## src/hdl/xpt_host_cfg.svh

```systemverilog
// Offsets, field positions, command codes and timing counts of the host
`ifndef XPT_HOST_CFG_SVH
`define XPT_HOST_CFG_SVH

// ---------------------------------------------------------------------
// Register byte offsets on the Avalon-MM slave
// ---------------------------------------------------------------------
`define XPT_REG_ADDR     4'h0
`define XPT_REG_DATA     4'h4
`define XPT_REG_CMD      4'h8
`define XPT_REG_STATUS   4'hC

// ---------------------------------------------------------------------
// Field positions
// ---------------------------------------------------------------------
`define XPT_BANK_BIT     6
`define XPT_ST_BUSY      0
`define XPT_ST_DONE      1
`define XPT_ST_ERR       2
`define XPT_ST_RD_LSB    8

// ---------------------------------------------------------------------
// Command codes written to the command register
// ---------------------------------------------------------------------
`define XPT_OP_WRITE     3'h1
`define XPT_OP_COMMIT    3'h2
`define XPT_OP_READ      3'h3
`define XPT_OP_TRANS     3'h4
`define XPT_OP_RESET     3'h5

// ---------------------------------------------------------------------
// Output index limits and bank encodings
// ---------------------------------------------------------------------
`define XPT_LAST_OUT     6'h21
`define XPT_BCAST_IDX    6'h3F
`define XPT_CUR_MASK     6'h0F

// ---------------------------------------------------------------------
// Timing
// ---------------------------------------------------------------------
`define XPT_CLK_MHZ      100
`define XPT_STROBE_NS    10
`define XPT_READ_NS      30
`define XPT_SYNC_CYC     3
`define XPT_STROBE_CYC   (((`XPT_STROBE_NS * `XPT_CLK_MHZ) + 999) / 1000)
`define XPT_READ_CYC     (((`XPT_READ_NS * `XPT_CLK_MHZ) + 999) / 1000)

`endif

```

## src/hdl/xpt_host_pkg.sv

```systemverilog
// Types of the crosspoint configuration host
`default_nettype none
package xpt_host_pkg;

  typedef enum logic [1:0] {
    ST_IDLE,
    ST_SETUP,
    ST_ACTIVE,
    ST_HOLD
  } state_type;

  typedef struct packed {
    state_type   st;
    logic [3:0]  cnt;
    logic [2:0]  op;
    logic [6:0]  addr;
    logic [5:0]  wdata;
    logic [5:0]  rdata;
    logic        done;
    logic        err;
    logic        wait_n;
    logic [31:0] rd_bus;
    logic        cs_n;
    logic        we_n;
    logic        query_n;
    logic        commit_n;
    logic        rst_n;
    logic [6:0]  pin_addr;
    logic [5:0]  pin_data;
    logic        pin_oe;
    logic [5:0]  sync1;
    logic [5:0]  sync2;
  } host_state_type;

endpackage : xpt_host_pkg

`default_nettype wire

```

## src/hdl/xpt_host.sv

```systemverilog
// Avalon-MM controlled host driving the crosspoint control pins
`timescale 1ns/1ps
`default_nettype none
`include "xpt_host_cfg.svh"

// How it works
// - Top address bit picks connection or current bank
// - Low address bits output index; data input index
// - Write plus commit passes straight; readback gates
// - Write and commit strobes held 10 ns minimum
// - Host releases data lines during readback
module xpt_host #(
  parameter int STROBE_CYC = `XPT_STROBE_CYC,
  parameter int READ_CYC   = `XPT_READ_CYC + `XPT_SYNC_CYC
) (
  input  wire logic        mclk_i,
  input  wire logic        resetn_i,
  input  wire logic [3:0]  avs_address_i,
  input  wire logic        avs_read_i,
  input  wire logic        avs_write_i,
  input  wire logic [31:0] avs_writedata_i,
  output var  logic [31:0] avs_readdata_o,
  output var  logic        avs_waitrequest_o,
  output var  logic [6:0]  xp_addr_o,
  input  wire logic [5:0]  xp_data_i,
  output var  logic [5:0]  xp_data_o,
  output var  logic        xp_data_oe_o,
  output var  logic        xp_cs_n_o,
  output var  logic        xp_we_n_o,
  output var  logic        output_query_n_o,
  output var  logic        commit_strobe_n_o,
  output var  logic        xp_reset_n_o
);

  xpt_host_pkg::host_state_type s_r;
  xpt_host_pkg::host_state_type s_nxt;

  logic       busy;
  logic       cmd_sel;
  logic       accept_wr;
  logic       bad_idx;
  logic [2:0] new_op;
  logic [3:0] strobe_last;
  logic [3:0] read_last;

  assign strobe_last = 4'(STROBE_CYC - 1);
  assign read_last   = 4'(READ_CYC - 1);
  assign busy        = (s_r.st != xpt_host_pkg::ST_IDLE);
  assign cmd_sel     = (avs_address_i == `XPT_REG_CMD);
  assign accept_wr   = avs_write_i & ~s_r.wait_n;
  assign new_op      = avs_writedata_i[2:0];
  // Indices past the last output, broadcast excepted, are refused
  assign bad_idx     = (s_r.addr[5:0] > `XPT_LAST_OUT) &&
                       (s_r.addr[5:0] != `XPT_BCAST_IDX);

  // -------------------------------------------------------------------
  // Next state
  // -------------------------------------------------------------------
  always_comb begin
    s_nxt        = s_r;
    s_nxt.wait_n = 1'b1;
    s_nxt.sync1  = xp_data_i;
    s_nxt.sync2  = s_r.sync1;
    s_nxt.rst_n  = 1'b1;

    // Bus slave: one ready cycle per access; commands stall while busy
    if ((avs_read_i | avs_write_i) & s_r.wait_n &
        ~(avs_write_i & cmd_sel & busy)) begin
      s_nxt.wait_n = 1'b0;
      s_nxt.rd_bus = 32'h0000_0000;
      case (avs_address_i)
        `XPT_REG_ADDR:   s_nxt.rd_bus[6:0] = s_r.addr;
        `XPT_REG_DATA:   s_nxt.rd_bus[5:0] = s_r.wdata;
        `XPT_REG_CMD:    s_nxt.rd_bus[2:0] = s_r.op;
        `XPT_REG_STATUS: begin
          s_nxt.rd_bus[`XPT_ST_BUSY]               = busy;
          s_nxt.rd_bus[`XPT_ST_DONE]               = s_r.done;
          s_nxt.rd_bus[`XPT_ST_ERR]                = s_r.err;
          s_nxt.rd_bus[`XPT_ST_RD_LSB+5:`XPT_ST_RD_LSB] = s_r.rdata;
        end
        default:         s_nxt.rd_bus = 32'h0000_0000;
      endcase
    end

    if (accept_wr) begin
      case (avs_address_i)
        `XPT_REG_ADDR: s_nxt.addr  = avs_writedata_i[6:0];
        `XPT_REG_DATA: s_nxt.wdata = avs_writedata_i[5:0];
        default:       s_nxt.addr  = s_nxt.addr;
      endcase
    end

    case (s_r.st)
      xpt_host_pkg::ST_IDLE: begin
        if (accept_wr & cmd_sel) begin
          s_nxt.op   = new_op;
          s_nxt.done = 1'b0;
          s_nxt.err  = 1'b0;
          s_nxt.pin_addr = s_r.addr;
          if (s_r.addr[`XPT_BANK_BIT])
            s_nxt.pin_data = s_r.wdata & `XPT_CUR_MASK;
          else
            s_nxt.pin_data = s_r.wdata;
          case (new_op)
            `XPT_OP_WRITE, `XPT_OP_TRANS, `XPT_OP_READ: begin
              if (bad_idx) begin
                s_nxt.err  = 1'b1;
                s_nxt.done = 1'b1;
              end else begin
                s_nxt.st     = xpt_host_pkg::ST_SETUP;
                s_nxt.cs_n   = 1'b0;
                // Readback never drives the shared lines
                s_nxt.pin_oe = (new_op != `XPT_OP_READ);
              end
            end
            `XPT_OP_COMMIT: begin
              s_nxt.st   = xpt_host_pkg::ST_SETUP;
              s_nxt.cs_n = 1'b0;
            end
            `XPT_OP_RESET: begin
              s_nxt.st    = xpt_host_pkg::ST_ACTIVE;
              s_nxt.rst_n = 1'b0;
              s_nxt.cnt   = strobe_last;
            end
            default: s_nxt.err = 1'b1;
          endcase
        end
      end
      xpt_host_pkg::ST_SETUP: begin
        // Address, data and select settle a cycle before any strobe
        s_nxt.st = xpt_host_pkg::ST_ACTIVE;
        case (s_r.op)
          `XPT_OP_WRITE: begin
            s_nxt.we_n = 1'b0;
            s_nxt.cnt  = strobe_last;
          end
          `XPT_OP_COMMIT: begin
            s_nxt.commit_n = 1'b0;
            s_nxt.cnt      = strobe_last;
          end
          `XPT_OP_TRANS: begin
            // Readback stays high: it gates the pass-through
            s_nxt.we_n     = 1'b0;
            s_nxt.commit_n = 1'b0;
            s_nxt.cnt      = strobe_last;
          end
          default: begin
            s_nxt.query_n = 1'b0;
            s_nxt.cnt     = read_last;
          end
        endcase
      end
      xpt_host_pkg::ST_ACTIVE: begin
        s_nxt.rst_n = s_r.rst_n;
        if (s_r.cnt != 4'h0) begin
          s_nxt.cnt = s_r.cnt - 4'h1;
        end else begin
          s_nxt.st       = xpt_host_pkg::ST_HOLD;
          s_nxt.rst_n    = 1'b1;
          s_nxt.we_n     = 1'b1;
          s_nxt.commit_n = 1'b1;
          s_nxt.query_n  = 1'b1;
          if (s_r.op == `XPT_OP_READ)
            s_nxt.rdata = s_r.sync2;
        end
      end
      xpt_host_pkg::ST_HOLD: begin
        // Select and data release one cycle after the strobe rises
        s_nxt.st     = xpt_host_pkg::ST_IDLE;
        s_nxt.cs_n   = 1'b1;
        s_nxt.pin_oe = 1'b0;
        s_nxt.done   = 1'b1;
      end
      default: s_nxt.st = xpt_host_pkg::ST_IDLE;
    endcase
  end

  // -------------------------------------------------------------------
  // State register
  // -------------------------------------------------------------------
  always_ff @(posedge mclk_i or negedge resetn_i) begin
    if (!resetn_i) begin
      s_r          <= '0;
      s_r.st       <= xpt_host_pkg::ST_IDLE;
      s_r.wait_n   <= 1'b1;
      s_r.cs_n     <= 1'b1;
      s_r.we_n     <= 1'b1;
      s_r.query_n  <= 1'b1;
      s_r.commit_n <= 1'b1;
    end else begin
      s_r <= s_nxt;
    end
  end

  assign avs_readdata_o    = s_r.rd_bus;
  assign avs_waitrequest_o = s_r.wait_n;
  assign xp_addr_o         = s_r.pin_addr;
  assign xp_data_o         = s_r.pin_data;
  assign xp_data_oe_o      = s_r.pin_oe;
  assign xp_cs_n_o         = s_r.cs_n;
  assign xp_we_n_o         = s_r.we_n;
  assign output_query_n_o  = s_r.query_n;
  assign commit_strobe_n_o = s_r.commit_n;
  assign xp_reset_n_o      = s_r.rst_n;

  // -------------------------------------------------------------------
  // Assertions
  // -------------------------------------------------------------------
  logic [3:0] low_cnt_r;

  always_ff @(posedge mclk_i or negedge resetn_i) begin
    if (!resetn_i)
      low_cnt_r <= 4'h0;
    else if (!s_r.we_n || !s_r.commit_n)
      low_cnt_r <= low_cnt_r + 4'h1;
    else
      low_cnt_r <= 4'h0;
  end

  property p_release;
    @(posedge mclk_i) disable iff (!resetn_i)
      !s_r.query_n |-> !s_r.pin_oe;
  endproperty
  a_release: assert property (p_release)
    else $error("Data lines driven during readback");

  property p_width;
    @(posedge mclk_i) disable iff (!resetn_i)
      ($rose(s_r.we_n) || $rose(s_r.commit_n)) |->
        (low_cnt_r >= 4'(STROBE_CYC));
  endproperty
  a_width: assert property (p_width)
    else $error("Strobe shorter than minimum width");

  property p_gate;
    @(posedge mclk_i) disable iff (!resetn_i)
      (!s_r.we_n && !s_r.commit_n) |-> (s_r.query_n && s_r.pin_oe);
  endproperty
  a_gate: assert property (p_gate)
    else $error("Pass-through without readback gate high");

  property p_bank;
    @(posedge mclk_i) disable iff (!resetn_i)
      (!s_r.we_n && s_r.pin_addr[`XPT_BANK_BIT]) |->
        (s_r.pin_data[5:4] == 2'b00);
  endproperty
  a_bank: assert property (p_bank)
    else $error("Current word carries upper bits");

  property p_refuse;
    @(posedge mclk_i) disable iff (!resetn_i)
      (accept_wr && cmd_sel && !busy && bad_idx &&
       (new_op == `XPT_OP_WRITE)) |=> (s_r.cs_n && s_r.err) [*3];
  endproperty
  a_refuse: assert property (p_refuse)
    else $error("Out-of-range output index reached pins");

  property p_addr;
    @(posedge mclk_i) disable iff (!resetn_i)
      (!s_r.we_n || !s_r.query_n) |->
        ($stable(s_r.pin_addr) && !s_r.cs_n);
  endproperty
  a_addr: assert property (p_addr)
    else $error("Address or select moved under a strobe");

  property p_wait;
    @(posedge mclk_i) disable iff (!resetn_i)
      !s_r.wait_n |=> s_r.wait_n;
  endproperty
  a_wait: assert property (p_wait)
    else $error("Waitrequest low longer than one cycle");

  property p_reset;
    @(posedge mclk_i) disable iff (!resetn_i)
      (accept_wr && cmd_sel && !busy && new_op == `XPT_OP_RESET) |=>
        !s_r.rst_n ##(STROBE_CYC) s_r.rst_n;
  endproperty
  a_reset: assert property (p_reset)
    else $error("Device reset pulse has wrong length");

  property p_index;
    @(posedge mclk_i) disable iff (!resetn_i)
      $fell(s_r.we_n) |-> (s_r.pin_addr == s_r.addr);
  endproperty
  a_index: assert property (p_index)
    else $error("Written index differs from address register");

endmodule : xpt_host

`default_nettype wire

```

## config.mk

```make
export PLATFORM = sky130hd
export DESIGN_NAME = xpt_host
export DESIGN_NICKNAME = d
export VERILOG_FILES = /design/src/hdl/xpt_host_pkg.sv /design/src/hdl/xpt_host.sv
export VERILOG_INCLUDE_DIRS = /design/src /design/src/hdl
export SDC_FILE = /design/constraint.sdc
export NUM_CORES = 1
export LEC_CHECK = 0
export BUFFER_PORTS_ARGS = -buffer_cell sky130_fd_sc_hd__buf_2
export CAP_MARGIN = 20
export CORE_ASPECT_RATIO = 1.75
export CORE_UTILIZATION = 30
export DETAILED_ROUTE_END_ITERATION = 6
export GPL_TIMING_DRIVEN = 1
export PLACE_DENSITY = 0.61
export SYNTH_ARGS = -nofsm -noshare
export SYNTH_HDL_FRONTEND = slang
export SYNTH_SLANG_ARGS = --single-unit
```

## constraint.sdc

```tcl
create_clock -name mclk_i -period 3.1 [get_ports mclk_i]
set_input_delay 0.31 -clock mclk_i [delete_from_list [all_inputs] [get_ports mclk_i]]
set_output_delay 0.31 -clock mclk_i [all_outputs]
set_load 0.01 [all_outputs]
```

==> summary.txt, run 1 <==
Power per Cell Area = 608 mW/mm^2
Post-Synthesis Cells = 323
Fmax = 444 MHz
Util after Layout = 34.5%
Status = finished clean
CP arrival = 2.48 ns
Tcrit/Tclk final = 72.6%
Synth async-reset ratio = 100%
Register area share after synthesis = 51.5%
Gr usage total = 13.2%
First-pass GRT wire length = 12,600 microns
Iter 0 DRT Violations = 120
Final hold violation count = 0
WS Path Type = flip-flop to flip-flop
Routed length per instance = 15.6 microns
Crit Path Max Fanout = 8
Fill count = 1,196
Setup_tns = 0 ns
Area contributors post-synth = dfrtp_1 (48%), mux2_2 (11%), buf_4 (9.2%)
Die X = 85.5 microns
Worst-margin pin slew = 0.942 ns
Hpwl dp = 5830 microns
Crit. End Element = flip-flop
Synth top area share = 47.9%
Ant diodes = 0
Worst path required time = 3.33 ns
Commonest non-fill, non-tap cell in the layout = dfrtp_1
CTS tree = yes
Main synth FF type = dfrtp_1
Max VDD drop = 431 uV
Starting density of the core = 30.7%
Finished Cell Area = 0.00412 sq mm
Clk_skew = 0.00829 ns
Nets = 408
Area after DPL = 0.00383 sq mm
Largest net degree at the start of global routing = 76
Fin. max-slew vios = 0
Final RePlAce weighted congestion = 0.822
RSZ-0062 raised after global routing = false
Post-CTS Setup Bufs = 0
Area leader, netlist = dfrtp_1
Most frequent cells in the layout = dfrtp_1 (70), buf_2 (52), mux2_2 (36)
Reg clk slew, reported paths = 0.07 ns
Synth cell types = 48
Antenna violations before repair = 0
Die Ht = 148 microns
DIE AREA = 0.0127 sq mm
Syn Area/Cell = 11.3 sq um
Top Ports = 98
Remaining DRCs = 0
Synth Cell Area = 0.00366 sq mm
Max_cap viols = 0
CTS root buf = clkbuf_16
Leak Pwr = 0.00196 uW
Via Count = 2,377
Multi-input gate area = 0.00142 sq mm
H-tree Lvls = 3
Hold WC Path Type = input pin to flip-flop
Synthesized flop and latch total = 75
FP Rows = 53
Inserted Clock Buffers = 9
Yosys warns = 0
Share of layout cells above drive strength 1 = 35.4%
Post-cts sizing count = 0
Port-buffer cells = 53
Layout area overhead = 12.5%
Register-to-Register Setup Slack = 0.85 ns
Vias in the first global route = 2,485
Drt pass-1 iters = 6
CP Launch Type = flip-flop
Clock latency on the worst-skew pair = 0.34 ns
Clock Path Buffers = 2
Post-CTS Hold Fix Bufs = 0
DRT antenna net count = 0
Vias per cell = 4.79
Routed wire length = 7720 microns
Final setup violation count = 0
CTS Sinks = 75
Slew HR = 37.2%
Post-synth EDFFs = 0
Total grt overflow = 0
Reg area = 0.00188 sq mm
Core area = 0.0119 sq mm
Post-layout min period = 2.25 ns
-- logic make-up after synthesis --
group	count (synthesis)	share of synthesized area, %
simple gates	67	10.2
buf+inv	68	11.6
mux	37	11.4
xor+xnor	3	0.718
compound gates	64	11.9
flops	75	51.5
other cells	1	0.102
fa+ha+maj	8	2.74
-- metrics by stage --
| step | hold WS, ns | power [uW] | worst slack, ns | cells |
|---|---|---|---|---|
| floorplan | 0.0144 | 1430 | 1.07 | 341 |
| global placement | 0.333 | 1510 | 0.909 | 480 |
| detailed placement | 0.338 | 1520 | 0.824 | 480 |
| CTS | 0.0647 | 2540 | 0.824 | 496 |
| global route | 0.0654 | 2620 | 0.646 | 496 |
| finish | 0.0756 | 2500 | 0.850 | 496 |
-- worst paths after layout --
kind                       cells after the start         start           end
min in group asynchronous                      1      resetn_i  xp_data_o[1]
setup reg to reg                               6       s_r[92]       s_r[68]
max in group asynchronous                      1      resetn_i      s_nxt[3]
hold reg to reg                                0      s_nxt[2]        s_r[2]
hold / removal                                 1  xp_data_i[5]      s_nxt[5]
setup / recovery                               6       s_r[92]       s_r[68]
-- registers in the layout, indices dropped and copies added, names as in the netlist, 6 cells and up --
register        flops
s_r                36
avs_readdata_o     13
xp_addr_o           7
s_nxt               6
xp_data_o           6
-- cells in the mapped netlist, drive strengths merged, types with 2 or more instances --
library cell,instances
nor2b,2
dfrtp,70
nor3b,2
o211ai,3
a21oi,8
nand3,2
clkbuf,8
dfstp,5
o221ai,2
nand2b,4
mux2,36
o21ai,26
ha,8
xnor2,3
o22ai,2
o31ai,3
nor3,2
nor4b,3
a221oi,3
buf,49
nand3b,2
a22o,4
inv,11
nand2,31
a31o,3
nor2,8
a22oi,3
nand4,2
nor4bb,2
and2,2
-- power by group --
| group | total, uW | internal, uW | switching, uW |
|---|---|---|---|
| Sequential | 1190 | 1090 | 99.7 |
| Combinational | 308 | 145 | 163 |
| Clock | 1000 | 562 | 442 |
-- cell type report --
cell class | instances | share of cell area [%]
flip-flops and latches | 75 | 45.7
multi-input cells | 198 | 34.5
repair buffers | 59 | 7.60
clock buffers | 9 | 5.47
well taps | 137 | 4.16
clock inverters | 7 | 1.58
inverters | 11 | 1.00
-- worst max-delay path: stages (launching register included) --
cell	delay, ns
dfrtp_1	0.43
inv_1	0.13
ha_1	0.32
nor4bb_1	0.33
buf_4	0.18
and4b_1	0.37
mux2_2	0.38
-- layer usage --
metal	wire (microns)	global-route usage, %
met1	3100	14.3
met2	4060	22.9
met3	263	2.66
met4	303	9.17
met5	0	0
No activity file was read; power rests on OpenSTA's default activity.
==> run 2: changes to the inputs <==
--- a/config.mk
+++ b/config.mk
@@ -12,7 +12,7 @@
 export CORE_UTILIZATION = 30
 export DETAILED_ROUTE_END_ITERATION = 6
 export GPL_TIMING_DRIVEN = 1
-export PLACE_DENSITY = 0.61
+export PLACE_DENSITY = 0.63
 export SYNTH_ARGS = -nofsm -noshare
 export SYNTH_HDL_FRONTEND = slang
 export SYNTH_SLANG_ARGS = --single-unit
==> constraint.sdc (replaced) <==
create_clock -name mclk_i -period 1.9 [get_ports mclk_i]
set_input_delay 0.19 -clock mclk_i [delete_from_list [all_inputs] [get_ports mclk_i]]
set_output_delay 0.19 -clock mclk_i [all_outputs]
set_load 0.01 [all_outputs]
==> run 2 against run 1 <==
Critical path depth did not move; count of clock-buffer cells in the layout did not move; cell area rose by 5.9%; sequential cell count did not move; sequential power rose by 61%; sequential share of layout area fell by 2.5 points; routed wire length rose by 3.7%; power rose by 70%; register-to-register slack got worse by 0.79 ns; cell count rose by 4.2%; worst setup slack got worse by 0.79 ns.
==> summary.txt, run 2 (same netlist as run 1, synthesis figures left out) <==
Routed length per instance = 15.5 microns
Commonest non-fill, non-tap cell in the layout = dfrtp_1
Layout area overhead = 19.1%
Vias in the first global route = 2,531
DRT antenna net count = 0
FP Rows = 53
Clk_skew = 0.00801 ns
Reg clk slew, reported paths = 0.06 ns
Nets = 429
CP max stage cell = dfrtp_1
Cell-internal power = 3110 uW
Status = finished clean
Leak Pwr = 0.00207 uW
Power per Cell Area = 978 mW/mm^2
Post-CTS Setup Bufs = 0
Post-layout min period = 1.84 ns
Core area = 0.0119 sq mm
Worst path top cell family by delay = simple AND/OR/NAND/NOR gates
Tcrit/Tclk final = 96.7%
Port-buffer cells = 53
CP arrival = 2.06 ns
Total grt overflow = 0
Clock Path Buffers = 2
Antenna violations before repair = 0
Worst-margin pin slew = 0.539 ns
Ant diodes = 0
Top Ports = 98
Crit path cell chain = inv_2, ha_2, nor4bb_4, and4b_1, buf_6, mux2_2
Share of layout cells above drive strength 1 = 38.7%
Max VDD drop = 624 uV
Routed wl met2 = 4330 microns
Top reg by flops = s_r
Register-to-Register Setup Slack = 0.06 ns
Slowest Stage Delay on Critical Path = 0.41 ns
Routed wire length = 8010 microns
Psw = 1160 uW
Metal-1 WL = 3090 microns
Setup_tns = 0 ns
Die X = 85.5 microns
Final hold violation count = 0
Area after DPL = 0.00396 sq mm
Vias per cell = 4.83
Hpwl dp = 6150 microns
Final RePlAce weighted congestion = 0.815
Slew HR = 63.5%
Finished Cell Area = 0.00436 sq mm
Drt pass-1 iters = 6
Combinational power share = 14.0%
DIE AREA = 0.0127 sq mm
CTS Sinks = 75
Fmax = 544 MHz
Inserted Clock Buffers = 9
First-pass GRT wire length = 13,300 microns
Clock latency on the worst-skew pair = 0.34 ns
Util after Layout = 36.5%
Switching share of power = 27.2%
Gr usage total = 14.0%
Starting density of the core = 30.7%
CP bufs+invs = 2
Met3 WL = 262 microns
Max_cap viols = 0
Non-Filler Instances = 517
Clock share of power = 40.8%
CP Launch Type = flip-flop
Placed cell count = 494
Final hold slack = 0.0905 ns
Largest net degree at the start of global routing = 49
Iter 0 DRT Violations = 99
Die Ht = 148 microns
Seq pwr share = 45.1%
Crit Path Max Fanout = 6
Most frequent cells in the layout = dfrtp_1 (70), buf_2 (52), mux2_2 (35)
CTS tree = yes
Max layer used = met4
Via Count = 2,495
Remaining DRCs = 0
Max reg flops = 36
Worst path required time = 2.12 ns
RSZ-0062 raised after global routing = false
Final setup violation count = 0
H-tree Lvls = 3
Crit. End Element = flip-flop
CTS root buf = clkbuf_16
Hold WC Path Type = input pin to flip-flop
WS Path Type = flip-flop to flip-flop
Fin. max-slew vios = 0
==> run 2: changes by cell type in the layout (fill, tap and decap cells not counted), moves of 2 or more <==
cell	delta
ha_1	-3
inv_2	+2
inv_1	-2
ha_2	+3
dlygate4sd3_1	+7
inv_8	-2
buf_4	+12
==> run 2: path summary, 6_finish.rpt <==
path                               startpoint                end  depth (start not counted)
max in group asynchronous            resetn_i  avs_readdata_o[9]                          3
min in group asynchronous            resetn_i       xp_reset_n_o                          2
max reg2reg                           s_r[88]            s_r[66]                          6
max                                   s_r[88]            s_r[66]                          6
min reg2reg                          s_nxt[4]             s_r[4]                          0
min                        avs_writedata_i[6]            s_r[84]                          2
==> run 2: what timing repair did <==
item                       in CTS  in global routing
hold buffers                    7                  0
hold endpoints to repair       28                  0
gates resized for setup         0                  7
setup endpoints to repair       0                 21
==> run 2: per-stage QoR <==
step / setup WS [ns] / total power [uW]
after floorplan: 0.0219 / 2350
after global placement: 0.0358 / 2510
after detailed placement: -0.0294 / 2540
after CTS: 0.00411 / 4300
after global routing: 0.00399 / 4480
final: 0.0621 / 4260
==> run 2: cell type report <==
type / instances / area (sq um)
clock buffers: 9 / 225
clock inverters: 7 / 81.3
fillers: 1173 / 7580
inverters: 11 / 41.3
multi-input cells: 198 / 1450
flip-flops and latches: 75 / 1880
well taps: 137 / 171
repair buffers: 80 / 504
==> run 2: power by group through the flow <==
stage / Sequential (uW) / Combinational [uW] / Clock (uW)
floorplan: 1900 / 448 / 0
global placement: 1940 / 571 / 0
detailed placement: 1950 / 590 / 0
CTS: 1920 / 604 / 1780
global route: 1950 / 663 / 1870
finish: 1920 / 598 / 1740
==> run 2: per-layer routing <==
layer | GRT usage [%] | up-vias
met5 | 0 | -
met4 | 8.67 | 0
met3 | 2.28 | 17
met2 | 25.3 | 74
li1 | - | 1183
met1 | 15.0 | 1221
==> run 3: changes to the inputs <==
--- a/config.mk
+++ b/config.mk
@@ -11,7 +11,7 @@
 export CORE_ASPECT_RATIO = 1.75
 export CORE_UTILIZATION = 30
 export DETAILED_ROUTE_END_ITERATION = 6
-export GPL_TIMING_DRIVEN = 1
+export GPL_TIMING_DRIVEN = 0
 export PLACE_DENSITY = 0.63
 export SYNTH_ARGS = -nofsm -noshare
 export SYNTH_HDL_FRONTEND = slang
==> run 3 against run 2 <==
Die area stayed put; cell count is 7.4% higher; combinational power increased by 6.9%; first-iteration DRC count rose by 31%; register-to-register slack worse by 0.02 ns; cell area up 6.2%; worst hold slack better by 0.0039 ns; clock power shrank 8%; critical path type unchanged; largest power group unchanged.
==> summary.txt, run 3 (same netlist as run 1, synthesis figures left out) <==
Status = finished clean
Max_cap viols = 0
DRT antenna net count = 0
Die Ht = 148 microns
Core area = 0.0119 sq mm
Total grt overflow = 0
Hold path depth = 2
Gr usage total = 13.7%
Clock Path Buffers = 2
Max VDD drop = 404 uV
Commonest non-fill, non-tap cell in the layout = dfrtp_1
Post-layout min period = 1.85 ns
Clk_skew = 0.00942 ns
Via Count = 2,603
Drt pass-1 iters = 6
Final hold violation count = 0
Starting density of the core = 30.7%
Clock share of power = 38.4%
Reg clk slew, reported paths = 0.06 ns
Vias per cell = 4.69
Worst-margin pin slew = 0.759 ns
Psw = 1150 uW
Crit Path Max Fanout = 6
Iter 0 DRT Violations = 130
Routed length per instance = 14.8 microns
CP arrival = 2.06 ns
Remaining DRCs = 0
Combinational power share = 15.3%
Die X = 85.5 microns
Register-to-Register Setup Slack = 0.05 ns
Port-buffer cells = 50
Hpwl dp = 6140 microns
CTS tree = yes
Layout area overhead = 26.5%
Setup_tns = 0 ns
RSZ-0062 raised after global routing = true
Share of layout cells above drive strength 1 = 42.8%
Fin. max-slew vios = 0
FP Rows = 53
FF-to-FF End = s_r[70]
First-pass GRT wire length = 13,200 microns
WS Path Type = flip-flop to flip-flop
Final setup violation count = 0
R2R depth = 6
CP Launch Type = flip-flop
Crit. End Element = flip-flop
Inserted Clock Buffers = 9
DIE AREA = 0.0127 sq mm
Routed wire length = 8200 microns
Tcrit/Tclk final = 97.5%
Power per Cell Area = 901 mW/mm^2
Fmax = 540 MHz
Hold WC Path Type = input pin to flip-flop
Min-delay src = avs_writedata_i[6]
Final RePlAce weighted congestion = 0.800
CTS Sinks = 75
R2r startpoint = s_r[92]
Max reg flops = 36
Vias in the first global route = 2,586
Switching share of power = 27.6%
Cell-internal power = 3020 uW
Top Ports = 98
Total design power = 4170 uW
Clock latency on the worst-skew pair = 0.33 ns
Sink of the worst hold path = s_r[84]
Largest net degree at the start of global routing = 75
Slew HR = 49.3%
Util after Layout = 38.8%
Leak Pwr = 0.00225 uW
CTS root buf = clkbuf_16
H-tree Lvls = 3
Seq pwr share = 46.3%
Top reg by flops = s_r
Ant diodes = 0
Worst path required time = 2.11 ns
Final hold slack = 0.0944 ns
Antenna violations before repair = 0
Most frequent cells in the layout = dfrtp_1 (68), buf_2 (50), buf_4 (50)
Nets = 467
[run 3: changes by cell type in the layout (fill, tap and decap cells not counted), sizes merged]
cell,change
buf,+30
bufinv,-1
clkbuf,+8
clkinvlp,+2
inv,-1
[run 3: how the worst max path moves through the flow]
stage | from | end | slack, ns
after global routing | s_r[93] | xp_data_oe_o | -0.03
after detailed placement | avs_address_i[1] | s_r[87] | -0.29
after floorplan | s_r[92] | s_r[66] | 0.02
after CTS | s_r[92] | avs_readdata_o[12] | -0.13
after global placement | avs_address_i[1] | s_r[87] | -0.25
final | s_r[92] | s_r[70] | 0.05
[run 3: cell type report]
type	instances	area [sq um]
sequential	75	1890
tap	137	171
buffer	56	392
timing repair buffer	62	380
inverter	11	43.8
clock buffer	9	225
clock inverter	7	60.1
multi-input combinational	198	1470
fill	1188	7310
[run 3: power by group through the flow]
stage	Sequential (uW)	Clock, uW	Combinational [uW]
2_1_floorplan	1900	0	448
3_3_place_gp	1940	0	616
3_5_place_dp	1950	0	641
4_1_cts	1920	1640	657
5_1_grt	1950	1730	709
6_report	1930	1600	639
[run 3: what timing repair did]
item	CTS	global route
resized for setup	2	19
pin swaps	1	1
hold buffers	7	0
endpoints found under the setup margin	34	37
hold endpoints to repair	76	0
buffers inserted	1	3
[run 3: metal layers]
layer | vias up | wire (microns) | GRT usage (%)
met5 | - | 0 | 0
met4 | 0 | 193 | 7.92
met3 | 8 | 227 | 2.28
met2 | 71 | 4480 | 24.2
met1 | 1262 | 3300 | 15.4
li1 | 1262 | - | -
[run 3: per-stage QoR]
step / instance area [sq um] / worst slack (ns) / cells
4_1_cts: 4560 / -0.127 / 553
3_3_place_gp: 4170 / -0.250 / 528
3_5_place_dp: 4200 / -0.290 / 529
2_1_floorplan: 3740 / 0.0219 / 341
6_report: 4630 / 0.0466 / 555
5_1_grt: 4630 / -0.0335 / 555
[run 3: worst max-delay path, cell delays in order (launching register included)]
cell and delay (ns):
dfrtp_2 0.44, inv_4 0.08, ha_4 0.15, nor4bb_4 0.32, and4b_1 0.27, buf_6 0.15
mux2_4 0.30
